$ cat src/hdl/sps_pkg.sv
// ==========================================================
// Shared constants and carriers
package sps_pkg;

   // ==========================================================
   // Clock and switching-cycle timing
   localparam int unsigned CLK_PERIOD_NS = 8;
   localparam logic [6:0]  DELAY_CYCLES  = 7'h40;
   localparam int unsigned RAMP_PER_VOLT = 1280;
   localparam int unsigned OFFSET_MV     = 100;
   localparam logic [10:0] OFFSET_CYCLES = 11'h280;

   // Reference levels in millivolts, ramp length in switching cycles
   localparam int unsigned REF_SELECT_LOW_MV = 600;
   localparam int unsigned REF_SELECT_HIGH_MV = 900;
   localparam int unsigned REF2_MV = 1200;
   localparam int unsigned REF3_MV = 1500;
   localparam logic [10:0] RAMP0_CYCLES = 11'(REF_SELECT_LOW_MV * RAMP_PER_VOLT / 1000);
   localparam logic [10:0] RAMP1_CYCLES = 11'(REF_SELECT_HIGH_MV * RAMP_PER_VOLT / 1000);
   localparam logic [10:0] RAMP2_CYCLES = 11'(REF2_MV * RAMP_PER_VOLT / 1000);
   localparam logic [10:0] RAMP3_CYCLES = 11'(REF3_MV * RAMP_PER_VOLT / 1000);

   // ==========================================================
   // Gate deadtime timing
   localparam int unsigned ZERO_LOAD_DT_NS = 35;
   localparam logic [3:0]  ZERO_LOAD_DT_CYCLES =
      4'((ZERO_LOAD_DT_NS + CLK_PERIOD_NS - 1) / CLK_PERIOD_NS);
   localparam logic [3:0]  BLANK_CYCLES = 4'h2;

   // ==========================================================
   // Reset values
   localparam logic [10:0] RAMP_RESET   = 11'h000;
   localparam logic [6:0]  DELAY_RESET  = 7'h00;
   localparam logic [3:0]  DT_RESET     = 4'h0;

   // ==========================================================
   // Carriers
   typedef struct packed {
      logic logicPor;
      logic firstDriverPor;
      logic secondDriverPor;
      logic thirdDriverPor;
      logic enableAboveRise;
      logic enableAboveFall;
   } sps_supply_t;

   typedef struct packed {
      logic feedbackAboveRamp;
      logic belowUnderTrip;
      logic aboveUnderRelease;
      logic overVoltage;
      logic overCurrent;
   } sps_sense_t;

   typedef struct packed {
      logic pwmIn;
      logic switchFwdTrip;
      logic switchRevTrip;
      logic lowerBelowHalf;
      logic upperNearSwitch;
      logic switchBelowRev;
   } sps_gate_t;

   // ==========================================================
   // State machines
   typedef enum logic [1:0] {
      SEQ_SHUTDOWN = 2'b00,
      SEQ_DELAY    = 2'b01,
      SEQ_RAMP     = 2'b10,
      SEQ_RUN      = 2'b11
   } sps_seq_t;

   typedef enum logic [2:0] {
      GATE_OFF      = 3'b000,
      GATE_LOWER    = 3'b001,
      GATE_WAIT_UP  = 3'b010,
      GATE_UPPER    = 3'b011,
      GATE_WAIT_LOW = 3'b100
   } sps_gate_st_t;

endpackage

$ cat src/hdl/sps_sequencer.sv
// Operation
// Shutdown keeps pulse outputs high impedance
// Leave shutdown when all supplies enabled
// Enable comparator 0.66V with 100mV hysteresis
// Second, third driver supplies per phase count
// Reference ramps linearly to programmed level
// Pulse outputs float until ramp reaches output
// 64-cycle delay, then 1280 cycles per volt
// 100mV sense offset decays over 640 cycles
// Feedback above ramp holds both gates off
// Precharged output enables drives at ramp end
// Open-drain power good, low in shutdown
// Power good low on faults or disable
// Power good returns when within limits
// Below 82% pulls power good low only
// Undervoltage clears above 85% reference
// Upper released at switch-node trip points
// Zero load: upper 35ns after lower low
// Blank lower-gate fall on switch node
// Lower released by upper or switch level
// Counters tick per switching cycle, clear shut
// Two select pins pick ramp target
`timescale 1ns/1ps

module sps_sequencer (
   // Clock and reset
   input  wire logic                 clock,
   input  wire logic                 reset_n,
   // Supply and enable comparators
   input  wire sps_pkg::sps_supply_t supplyIn,
   input  wire logic [1:0]           phaseCount,
   input  wire logic                 ref_select_low,
   input  wire logic                 ref_select_high,
   // Switching clock
   input  wire logic                 switchClock,
   // Output-voltage comparators
   input  wire sps_pkg::sps_sense_t  senseIn,
   // Gate-drive comparators and modulator
   input  wire sps_pkg::sps_gate_t   gateIn,
   // Pulse outputs and gates
   output logic                      pwmOutEnable,
   output logic                      upper_gate_drive,
   output logic                      lower_gate_drive,
   // Reference and offset codes
   output logic [10:0]               refCode,
   output logic [10:0]               senseOffsetCode,
   // Power good, open drain
   output logic                      power_good_output,
   output logic                      powerGoodOe,
   // Status
   output logic                      softStartDone,
   output sps_pkg::sps_seq_t         seqState
);

   // ==========================================================
   // Input synchronisers
   localparam int unsigned SYNC_W = 6 + 2 + 2 + 1 + 5 + 6;

   logic [SYNC_W-1:0] asyncIn;
   logic [SYNC_W-1:0] syncA_r;
   logic [SYNC_W-1:0] syncB_r;
   logic              swClkDly_r;

   assign asyncIn = {supplyIn, phaseCount, ref_select_high, ref_select_low,
                     switchClock, senseIn, gateIn};

   always_ff @(posedge clock or negedge reset_n) begin
      if (!reset_n) begin
         syncA_r <= '0;
         syncB_r <= '0;
         swClkDly_r <= 1'b0;
      end else begin
         syncA_r <= asyncIn;
         syncB_r <= syncA_r;
         swClkDly_r <= syncB_r[11];
      end
   end

   sps_pkg::sps_supply_t supply;
   sps_pkg::sps_sense_t  sense;
   sps_pkg::sps_gate_t   gate;
   logic [1:0]           phases;
   logic [1:0]           refSel;
   logic                 swClkSync;

   assign supply    = syncB_r[21:16];
   assign phases    = syncB_r[15:14];
   assign refSel    = syncB_r[13:12];
   assign swClkSync = syncB_r[11];
   assign sense     = syncB_r[10:6];
   assign gate      = syncB_r[5:0];

   // One tick per switching cycle
   wire swTick = swClkSync & ~swClkDly_r;

   // ==========================================================
   // Enable comparator and start condition
   logic enableLevel_r;
   logic enableLevel_nxt;

   // Rise at 0.66V, fall 100mV lower
   assign enableLevel_nxt = supply.enableAboveRise
                          | (enableLevel_r & supply.enableAboveFall);

   always_ff @(posedge clock or negedge reset_n) begin
      if (!reset_n) enableLevel_r <= 1'b0;
      else          enableLevel_r <= enableLevel_nxt;
   end

   // Extra driver supplies for more phases
   wire secondOk = (phases < 2'h2) | supply.secondDriverPor;
   wire thirdOk  = (phases < 2'h3) | supply.thirdDriverPor;

   // All five conditions together
   wire startOk = supply.logicPor & enableLevel_r
                & supply.firstDriverPor & secondOk & thirdOk;

   // ==========================================================
   // Ramp target select
   logic [10:0] rampTarget;

   // Four fixed levels
   assign rampTarget = (refSel == 2'h0) ? sps_pkg::RAMP0_CYCLES :
                       (refSel == 2'h1) ? sps_pkg::RAMP1_CYCLES :
                       (refSel == 2'h2) ? sps_pkg::RAMP2_CYCLES :
                                          sps_pkg::RAMP3_CYCLES;

   // ==========================================================
   // Soft-start sequencer
   sps_pkg::sps_seq_t state_r;
   sps_pkg::sps_seq_t state_nxt;
   logic [6:0]        delayCnt_r;
   logic [6:0]        delayCnt_nxt;
   logic [10:0]       rampCnt_r;
   logic [10:0]       rampCnt_nxt;

   // Exit on 64th tick
   wire delayDone = swTick & (delayCnt_r == sps_pkg::DELAY_CYCLES - 7'h1);
   // End at target count
   wire rampDone  = rampCnt_r >= rampTarget;

   always_comb begin
      state_nxt    = state_r;
      delayCnt_nxt = delayCnt_r;
      rampCnt_nxt  = rampCnt_r;
      case (state_r)
         sps_pkg::SEQ_SHUTDOWN: begin
            // Start at once
            if (startOk) state_nxt = sps_pkg::SEQ_DELAY;
         end
         sps_pkg::SEQ_DELAY: begin
            // Fixed 64-cycle wait
            if (swTick) delayCnt_nxt = delayCnt_r + 7'h1;
            if (delayDone) state_nxt = sps_pkg::SEQ_RAMP;
         end
         sps_pkg::SEQ_RAMP: begin
            // Linear ramp one step per cycle
            if (rampDone) state_nxt = sps_pkg::SEQ_RUN;
            else if (swTick) rampCnt_nxt = rampCnt_r + 11'h1;
         end
         sps_pkg::SEQ_RUN: begin
            rampCnt_nxt = rampTarget;
         end
         default: state_nxt = sps_pkg::SEQ_SHUTDOWN;
      endcase
      // Any loss of conditions clears all
      if (!startOk) begin
         state_nxt    = sps_pkg::SEQ_SHUTDOWN;
         delayCnt_nxt = sps_pkg::DELAY_RESET;
         rampCnt_nxt  = sps_pkg::RAMP_RESET;
      end
   end

   always_ff @(posedge clock or negedge reset_n) begin
      if (!reset_n) begin
         state_r    <= sps_pkg::SEQ_SHUTDOWN;
         delayCnt_r <= sps_pkg::DELAY_RESET;
         rampCnt_r  <= sps_pkg::RAMP_RESET;
      end else begin
         state_r    <= state_nxt;
         delayCnt_r <= delayCnt_nxt;
         rampCnt_r  <= rampCnt_nxt;
      end
   end

   // ==========================================================
   // Reference and sense offset codes
   logic [10:0] refCode_nxt;
   logic [10:0] offset_nxt;
   // Offset applies in delay and ramp only
   wire         inSoftStart = (state_nxt == sps_pkg::SEQ_DELAY)
                            | (state_nxt == sps_pkg::SEQ_RAMP);

   // Reference follows ramp count
   assign refCode_nxt = rampCnt_nxt;

   // Full offset at start, zero after 640
   assign offset_nxt = (inSoftStart & (rampCnt_nxt < sps_pkg::OFFSET_CYCLES))
                     ? sps_pkg::OFFSET_CYCLES - rampCnt_nxt : 11'h000;

   // ==========================================================
   // Drive release during soft-start
   logic drivesOn_r;
   logic drivesOn_nxt;

   // Sticky once released, ramp noise cannot re-float
   // Float until ramp passes feedback
   // Precharged output waits for ramp end
   assign drivesOn_nxt =
      (state_nxt == sps_pkg::SEQ_RUN) |
      ((state_nxt == sps_pkg::SEQ_RAMP) &
       (drivesOn_r | ~sense.feedbackAboveRamp));

   // ==========================================================
   // Undervoltage latch and power good
   logic underVolt_r;
   logic underVolt_nxt;
   logic goodLevel;

   // Trip at 82%, no other action
   // Release above 85%, set wins
   assign underVolt_nxt = (state_nxt != sps_pkg::SEQ_SHUTDOWN) &
                          (sense.belowUnderTrip |
                           (underVolt_r & ~sense.aboveUnderRelease));

   // Good only after soft-start, no faults
   assign goodLevel = (state_nxt == sps_pkg::SEQ_RUN) & ~underVolt_nxt
                    & ~sense.overVoltage & ~sense.overCurrent;

   always_ff @(posedge clock or negedge reset_n) begin
      if (!reset_n) begin
         drivesOn_r      <= 1'b0;
         underVolt_r     <= 1'b0;
         refCode         <= sps_pkg::RAMP_RESET;
         senseOffsetCode <= sps_pkg::RAMP_RESET;
         powerGoodOe     <= 1'b1;
         softStartDone   <= 1'b0;
         seqState        <= sps_pkg::SEQ_SHUTDOWN;
      end else begin
         drivesOn_r      <= drivesOn_nxt;
         underVolt_r     <= underVolt_nxt;
         refCode         <= refCode_nxt;
         senseOffsetCode <= offset_nxt;
         // Pull low while not good
         powerGoodOe     <= ~goodLevel;
         softStartDone   <= state_nxt == sps_pkg::SEQ_RUN;
         seqState        <= state_nxt;
      end
   end

   // Open drain only ever pulls low
   always_ff @(posedge clock or negedge reset_n) begin
      if (!reset_n) power_good_output <= 1'b0;
      else          power_good_output <= 1'b0;
   end

   // ==========================================================
   // Adaptive deadtime gate sequencer
   sps_pkg::sps_gate_st_t gState_r;
   sps_pkg::sps_gate_st_t gState_nxt;
   logic [3:0]            blankCnt_r;
   logic [3:0]            blankCnt_nxt;
   logic [3:0]            halfCnt_r;
   logic [3:0]            halfCnt_nxt;

   // Switch-node trips masked while blanking
   wire blanked = blankCnt_r < sps_pkg::BLANK_CYCLES;
   // Forward or reverse current trip
   wire switchTrip = ~blanked & (gate.switchFwdTrip | gate.switchRevTrip);
   // Zero-load timeout after lower gate low
   wire zeroLoadGo = halfCnt_r >= sps_pkg::ZERO_LOAD_DT_CYCLES;
   // Upper near switch node or switch low
   wire lowerGo = gate.upperNearSwitch | gate.switchBelowRev;

   always_comb begin
      gState_nxt   = gState_r;
      blankCnt_nxt = sps_pkg::DT_RESET;
      halfCnt_nxt  = sps_pkg::DT_RESET;
      case (gState_r)
         sps_pkg::GATE_OFF: begin
            if (drivesOn_r) begin
               if (gate.pwmIn) gState_nxt = sps_pkg::GATE_UPPER;
               else            gState_nxt = sps_pkg::GATE_LOWER;
            end
         end
         sps_pkg::GATE_LOWER: begin
            if (gate.pwmIn) gState_nxt = sps_pkg::GATE_WAIT_UP;
         end
         sps_pkg::GATE_WAIT_UP: begin
            blankCnt_nxt = blanked ? blankCnt_r + 4'h1 : blankCnt_r;
            if (gate.lowerBelowHalf && !zeroLoadGo)
               halfCnt_nxt = halfCnt_r + 4'h1;
            else if (gate.lowerBelowHalf)
               halfCnt_nxt = halfCnt_r;
            if (!gate.pwmIn)
               gState_nxt = sps_pkg::GATE_LOWER;
            else if (switchTrip || zeroLoadGo)
               gState_nxt = sps_pkg::GATE_UPPER;
         end
         sps_pkg::GATE_UPPER: begin
            if (!gate.pwmIn) gState_nxt = sps_pkg::GATE_WAIT_LOW;
         end
         sps_pkg::GATE_WAIT_LOW: begin
            if (gate.pwmIn)   gState_nxt = sps_pkg::GATE_UPPER;
            else if (lowerGo) gState_nxt = sps_pkg::GATE_LOWER;
         end
         default: gState_nxt = sps_pkg::GATE_OFF;
      endcase
      // Both gates off while drives held
      // Same-cycle drop keeps gates inside enable
      if (!drivesOn_nxt) begin
         gState_nxt = sps_pkg::GATE_OFF;
      end
   end

   always_ff @(posedge clock or negedge reset_n) begin
      if (!reset_n) begin
         gState_r   <= sps_pkg::GATE_OFF;
         blankCnt_r <= sps_pkg::DT_RESET;
         halfCnt_r  <= sps_pkg::DT_RESET;
      end else begin
         gState_r   <= gState_nxt;
         blankCnt_r <= blankCnt_nxt;
         halfCnt_r  <= halfCnt_nxt;
      end
   end

   // ==========================================================
   // Registered gate and pulse-output enables
   always_ff @(posedge clock or negedge reset_n) begin
      if (!reset_n) begin
         pwmOutEnable     <= 1'b0;
         upper_gate_drive <= 1'b0;
         lower_gate_drive <= 1'b0;
      end else begin
         // High impedance until released
         pwmOutEnable     <= drivesOn_nxt;
         upper_gate_drive <= gState_nxt == sps_pkg::GATE_UPPER;
         lower_gate_drive <= gState_nxt == sps_pkg::GATE_LOWER;
      end
   end

endmodule

$ cat config.mk
export PLATFORM = sky130hd
export DESIGN_NAME = sps_sequencer
export DESIGN_NICKNAME = d
export VERILOG_FILES = /design/src/hdl/sps_pkg.sv /design/src/hdl/sps_sequencer.sv
export SDC_FILE = /design/constraint.sdc
export NUM_CORES = 1
export LEC_CHECK = 0
export ABC_AREA = 1
export BUFFER_PORTS_ARGS = -buffer_cell sky130_fd_sc_hd__buf_2
export CAP_MARGIN = 10
export CORE_MARGIN = 8
export CORE_UTILIZATION = 52
export DETAILED_ROUTE_END_ITERATION = 8
export GPL_TIMING_DRIVEN = 0
export PLACE_DENSITY = 0.76
export SLEW_MARGIN = 40
export SYNTH_ARGS = -nofsm -noshare
export SYNTH_HDL_FRONTEND = slang
export SYNTH_SLANG_ARGS = --single-unit
$ cat constraint.sdc
create_clock -name clock -period 3 [get_ports clock]
set_input_delay 0.6 -clock clock [delete_from_list [all_inputs] [get_ports clock]]
set_output_delay 0.6 -clock clock [all_outputs]
set_load 0.02 [all_outputs]
==> results of run 1 <==
## metrics by stage
| step | worst slack (ns) | instances |
|---|---|---|
| final | 0.182 | 628 |
| after floorplan | 0.161 | 441 |
| after global placement | -0.213 | 595 |
| after detailed placement | -0.298 | 596 |
| after CTS | 0.0129 | 621 |
| after global routing | -0.0249 | 628 |
## routing by layer
metal	GRT usage (%)	share of wire, %	up-vias
met5	0	0	-
met1	18.5	42	1503
li1	-	-	1557
met2	27.4	51	76
met4	6.63	2.1	0
met3	5.28	5.3	17
## registers in the layout (all words and copies together), names as in the netlist, 2 cells and up
name	cells
syncB_r	22
senseOffsetCode	11
delayCnt_r	7
seqState	2
syncA_r	22
refCode	11
blankCnt_r	4
gState_r	3
halfCnt_r	4
## area by class of cell
type	count	area, um^2
Fill cell	623	2660
Timing Repair Buffer	68	414
Multi-Input combinational cell	267	1650
Inverter	77	289
Clock buffer	9	124
Sequential cell	94	2350
Buffer	4	28.8
Clock inverter	7	81.3
Tap cell	102	128
## worst paths after layout
check	from	end	slack, ns	cells past startpoint
worst max-delay path	syncB_r[13]$_DFF_PN0_	senseOffsetCode[6]$_DFF_PN0_	0.18	23
worst min-delay path	reset_n	senseOffsetCode[9]$_DFF_PN0_	0.1	1
worst max register to register	syncB_r[13]$_DFF_PN0_	senseOffsetCode[6]$_DFF_PN0_	0.18	23
worst min register to register	syncA_r[13]$_DFF_PN0_	syncB_r[13]$_DFF_PN0_	0.35	0
max in group asynchronous	reset_n	powerGoodOe$_DFF_PN1_	2.29	2
min in group clock	switchClock	syncA_r[11]$_DFF_PN0_	0.31	1
## where the power goes
| part | switching (mW) | internal (mW) |
|---|---|---|
| sequential | 0.0126 | 1.30 |
| clock | 0.510 | 0.335 |
| combinational | 0.0749 | 0.0466 |
| total | 0.598 | 1.68 |
## placed cells by master, fill, tap and decap left out, drive strengths merged
master  netlist  routed
dfrtp        93      93
xor2          2       2
buf           3      71
a21oi        19      19
nand2        93      94
xnor2         1       1
nand3b        1       1
clkbuf        1      10
clkinv        0       2
nor4          1       1
o211ai        1       1
nand4        10      10
o41ai         1       1
and3          1       1
o31ai         2       2
a221oi        3       3
a211oi        2       2
conb          1       1
a21o          3       3
nand3        34      34
nor2         52      52
nor3b         1       1
dfstp         1       1
o21ai        16      16
ha           18      18
nor3          4       4
inv          77      82
## logic make-up after synthesis
family	after synthesis	synth area share, %
compound gates	47	6.62
xor+xnor	3	0.635
fa+ha+maj	18	5.44
buf+inv	81	7.68
flops	94	56.9
other cells	1	0.0906
simple gates	197	22.6
## timing repair
item                                    CTS  global route
cloned                                    1             0
endpoints found under the setup margin   11            11
gates resized for setup                  11            26
pin swaps                                 7             8
buffers inserted                          8             7
==> metrics, run 1 <==
Peak VDD IR=0.287 mV; Synth Instances=441; Avg WL per Cell=13.9 um; vias after detailed routing=3153; Required @ worst endpoint=3.31 ns; final hold vios=0; worst min path class=primary input to async pin; Worst slew margin=56.0%; Hold-fix buffers, CTS=0; post-route ant nets=0; Post-synth EDFFs=0; syn_nets=483; top post-synthesis cells by area=dfrtp_1 56%, nand2_1 7.8%, inv_1 6.7%; hpwl dp=6110 um; Async SR Flop Fraction=100%; total of max-cap violations=0; worst path bufs/invs=6; FMAX=355 MHz; run status=finished clean; Initial DRT Pass Iterations=5; worst path cell trace=inv_2 -> ha_4 -> ha_4 -> nand2_2 -> nand2_1 -> nand2_1 -> nand2_2 -> inv_2 -> nand3_4 -> nor2_4 -> inv_2 -> nand2_1 -> nor3b_4 -> inv_2 -> ha_4 -> nand2_2 -> inv_2 -> nand2_2 -> nor2_4 -> a21oi_4 -> buf_6 -> nand2_8 -> nor2_2; CTS tree=done; fin util=65.6%; gr ovfl total=0; clock-pin slew on the worst setup and hold paths=0.11 ns; leading post-synthesis cells by instance count=93 x dfrtp_1, 86 x nand2_1, 74 x inv_1, 34 x nor2_1, 28 x nand3_1; Hold Slack=0.0951 ns; total die area=11100 um^2; fraction of layout cells with a size suffix above 1=27.9%; diodes inserted=0; num ports=54; Core ar.=7730 um^2; RSZ-0062 raised after global routing=true; Slew Limit Fails=0; worst skew pair latency=0.38 ns; worst-path maximum fanout=5; minimum clock period=2.82 ns; setup_tns=0 ns; Final period util=93.9%; Crit. End Element=register; wirelength, routed=8710 um; synth unique cells=35; nets=563; slowest cell delay on critical path=0.41 ns; area leader, netlist=dfrtp_1; Seq/Total Area, Yosys=56.9%; crit path launch type=register; Sink Count=94; gr usage total=16.2%; Tot Pwr=2.28 mW; Post-Syn Area per Cell=9.38 um^2; width of the die=105 um; Worst path top cell family by delay=simple AND/OR/NAND/NOR gates; Final Wtd Congestion=0.890; largest net degree at the start of global routing=63; Placed Area=4560 um^2; PortBufs=52; Max Root-Sink Buffers=2; H-tree depth=3; #FFs+latches synth=94; vias in the first global route=3245; First DRT Iteration DRCs=136; Fin Clk Skew=0.0189 ns; prevailing post-synth register cell=dfrtp_1; worst slew pin tran=0.654 ns; Synth-to-Final Area Change=22.4%; root buffer cell=clkbuf_8; via density per instance=5.02; Worst EP arrival=3.13 ns; die height=105 um; remaining routing DRC violations=0; area fraction of the dominant cell type after synthesis=56.2%; # rows=32; CTS buffer count=9; Lkg Pwr=2.62 nW; setup violators final=0; first-pass GRT wire length=14600 um; Crit Path Category=register to register; most common cell in the netlist=dfrtp_1; Mapped Area=4140 um^2; Starting Density=53.5%; pwr dens=450 nW/um^2; slowest cell on the critical path=dfrtp_1; initial antenna violation count=0; YS warnings=0; finished layout cell area=5070 um^2; CP most frequent cell=inv_2
(Power assumes the default switching activity.)
==> run 2: changes to the inputs <==
--- a/config.mk
+++ b/config.mk
@@ -8,10 +8,11 @@
 export ABC_AREA = 1
 export BUFFER_PORTS_ARGS = -buffer_cell sky130_fd_sc_hd__buf_2
 export CAP_MARGIN = 10
+export CORE_ASPECT_RATIO = 2
 export CORE_MARGIN = 8
 export CORE_UTILIZATION = 52
 export DETAILED_ROUTE_END_ITERATION = 8
-export GPL_TIMING_DRIVEN = 0
+export GPL_TIMING_DRIVEN = 1
 export PLACE_DENSITY = 0.76
 export SLEW_MARGIN = 40
 export SYNTH_ARGS = -nofsm -noshare
==> run 2 against run 1 <==
  * First-iteration DRC count rose by 91%
  * Routed wire length is 2.3% lower
  * Worst hold slack better by 0.18 ns
  * Fmax up 0.13%
  * Worst setup slack improved by 0.0037 ns
  * Sequential cell count stayed put
  * Via count rose by 1.4%
  * Final cell count down 2.2%
  * Global-route usage fell by 0.33 points
  * Critical path type unchanged
  * Critical endpoint is now senseOffsetCode[5]$_DFF_PN0_
  * Highest routed layer unchanged
==> metrics, run 2 (synthesized netlist as in run 1, its figures left out) <==
final hold vios=0; Crit. End Element=register; gr usage total=15.9%; Cell Int Power=1.94 mW; diodes inserted=0; reg2reg start=syncB_r[13]$_DFF_PN0_; vias after detailed routing=3198; worst path cell trace=inv_2 -> ha_4 -> ha_4 -> nand2_1 -> nand2_1 -> nand2_1 -> nand2_2 -> inv_2 -> nand3_1 -> nor2_2 -> inv_1 -> nand2_1 -> nor3b_4 -> inv_2 -> ha_4 -> nand2_1 -> inv_1 -> nand2_1 -> nor2_1 -> a21oi_2 -> buf_4 -> nand2_8 -> nor2_2; R2R depth=23; Placed Instances=590; Tot Pwr=2.52 mW; CTS tree=done; gr ovfl total=0; Max Root-Sink Buffers=2; Slew Limit Fails=0; Initial DRT Pass Iterations=5; CP most frequent cell=nand2_1; setup violators final=0; sw power=0.581 mW; worst-path maximum fanout=5; vias in the first global route=3119; worst skew pair latency=0.35 ns; clock-pin slew on the worst setup and hold paths=0.07 ns; Required @ worst endpoint=3.28 ns; Worst path top cell family by delay=simple AND/OR/NAND/NOR gates; Sink Count=94; post-route ant nets=0; Comb pwr share=4.3%; Regs by FF count=syncA_r x22, syncB_r x22; flop2flop setup slack=0.19 ns; FMAX=355 MHz; minimum clock period=2.81 ns; # rows=46; Starting Density=52.9%; Fin Clk Skew=0.00741 ns; crit path launch type=register; Final period util=93.8%; total die area=11200 um^2; fraction of layout cells with a size suffix above 1=24.7%; worst reg2reg endpoint=senseOffsetCode[5]$_DFF_PN0_; clock network fraction of total power=43.6%; Hold Slack=0.279 ns; slowest cell on the critical path=dfrtp_1; Core ar.=7830 um^2; via density per instance=5.21; H-tree depth=3; slowest cell delay on critical path=0.39 ns; run status=finished clean; initial antenna violation count=0; Lkg Pwr=2.60 nW; worst path bufs/invs=6; PortBufs=52; fin cells=614; Avg WL per Cell=13.9 um; Hold-fix buffers, CTS=0; switching part of the total=23.0%; First DRT Iteration DRCs=260; Final Wtd Congestion=0.913; worst slew pin tran=0.713 ns; Crit Path Category=register to register; Worst EP arrival=3.10 ns; most frequent cells in the layout=93 x dfrtp_1, 85 x nand2_1, 70 x inv_1, 51 x buf_2, 34 x nor2_1; Synth-to-Final Area Change=20.3%; Seq pwr share=52.1%; worst min path class=primary input to async pin; width of the die=79.1 um; Worst slew margin=52.0%; setup_tns=0 ns; remaining routing DRC violations=0; num ports=54; Peak VDD IR=0.554 mV; Filler cells=660; first-pass GRT wire length=14000 um; most common cell after layout, fill and taps aside=dfrtp_1; wirelength, routed=8510 um; pwr dens=507 nW/um^2; largest net degree at the start of global routing=55; total of max-cap violations=0; root buffer cell=clkbuf_16; die height=142 um; hpwl dp=6090 um; CTS buffer count=9; nets=555
[run 2: cell types whose count changed in the layout (fill, tap and decap cells not counted), moves of 3 or more]
cell       delta
buf_6         -4
clkbuf_16     +9
clkbuf_8      -8
nand2_1       +4
nand3_1       +3
nor2_2        +4
nor2_4        -5
[run 2: power groups by stage]
stage          Sequential [mW]  Combinational, mW  Clock [mW]
2_1_floorplan             1.34             0.0403           0
3_3_place_gp              1.34             0.0943           0
3_5_place_dp              1.34             0.0965           0
4_1_cts                   1.31              0.103        1.13
5_1_grt                   1.32              0.125        1.17
6_report                  1.31              0.109        1.10
[run 2: final cells by class]
type / instances / area [um^2] / share of cell area (%)
clock inverter: 6 / 52.6 / 1.06
clock buffer: 10 / 239 / 4.80
inverter: 77 / 289 / 5.81
tap: 96 / 120 / 2.41
sequential: 94 / 2350 / 47.3
timing repair buffer: 64 / 365 / 7.34
multi-input combinational: 267 / 1560 / 31.3
[run 2: what timing repair did]
item	in CTS	in global routing
pin swaps	4	3
buffers inserted	4	3
gates cloned	1	0
hold endpoints to repair	0	0
gates resized for setup	4	11
setup endpoints to repair	10	11
[run 2: worst max path at each step]
stage	start	end	cells after the start
floorplan	syncB_r[12]$_DFF_PN0_	senseOffsetCode[0]$_DFF_PN0_	22
global placement	syncB_r[12]$_DFF_PN0_	senseOffsetCode[2]$_DFF_PN0_	22
detailed placement	syncB_r[12]$_DFF_PN0_	senseOffsetCode[4]$_DFF_PN0_	22
CTS	syncB_r[12]$_DFF_PN0_	senseOffsetCode[10]$_DFF_PN0_	22
global route	syncB_r[13]$_DFF_PN0_	senseOffsetCode[5]$_DFF_PN0_	23
finish	syncB_r[13]$_DFF_PN0_	senseOffsetCode[5]$_DFF_PN0_	23
[run 2: metal layers]
metal | up-vias | GRT usage [%] | wire, um
li1 | 1537 | - | -
met1 | 1514 | 19.1 | 3470
met2 | 127 | 24.8 | 4200
met3 | 20 | 5.13 | 639
met4 | 0 | 7.77 | 205
met5 | - | 0 | 0
[run 2: worst register-to-register path: stages, from the launching register on]
cell and delay (ns):
dfrtp_1 0.39, inv_2 0.11, ha_4 0.22, ha_4 0.22
nand2_1 0.06, nand2_1 0.05, nand2_1 0.07, nand2_2 0.08
inv_2 0.06, nand3_1 0.07, nor2_2 0.11, inv_1 0.06
nand2_1 0.06, nor3b_4 0.20, inv_2 0.08, ha_4 0.17
nand2_1 0.07, inv_1 0.04, nand2_1 0.07, nor2_1 0.06
a21oi_2 0.17, buf_4 0.17, nand2_8 0.07, nor2_2 0.10
[run 2: through the flow]
| step | worst slack, ns | cell area, um^2 | util (%) |
|---|---|---|---|
| floorplan | 0.161 | 4140 | - |
| global placement | 0.101 | 4540 | 58.0 |
| detailed placement | -0.0319 | 4540 | 58.0 |
| CTS | 0.00797 | 4890 | 62.5 |
| global route | -0.0273 | 4980 | 63.6 |
| finish | 0.186 | 4980 | 63.6 |
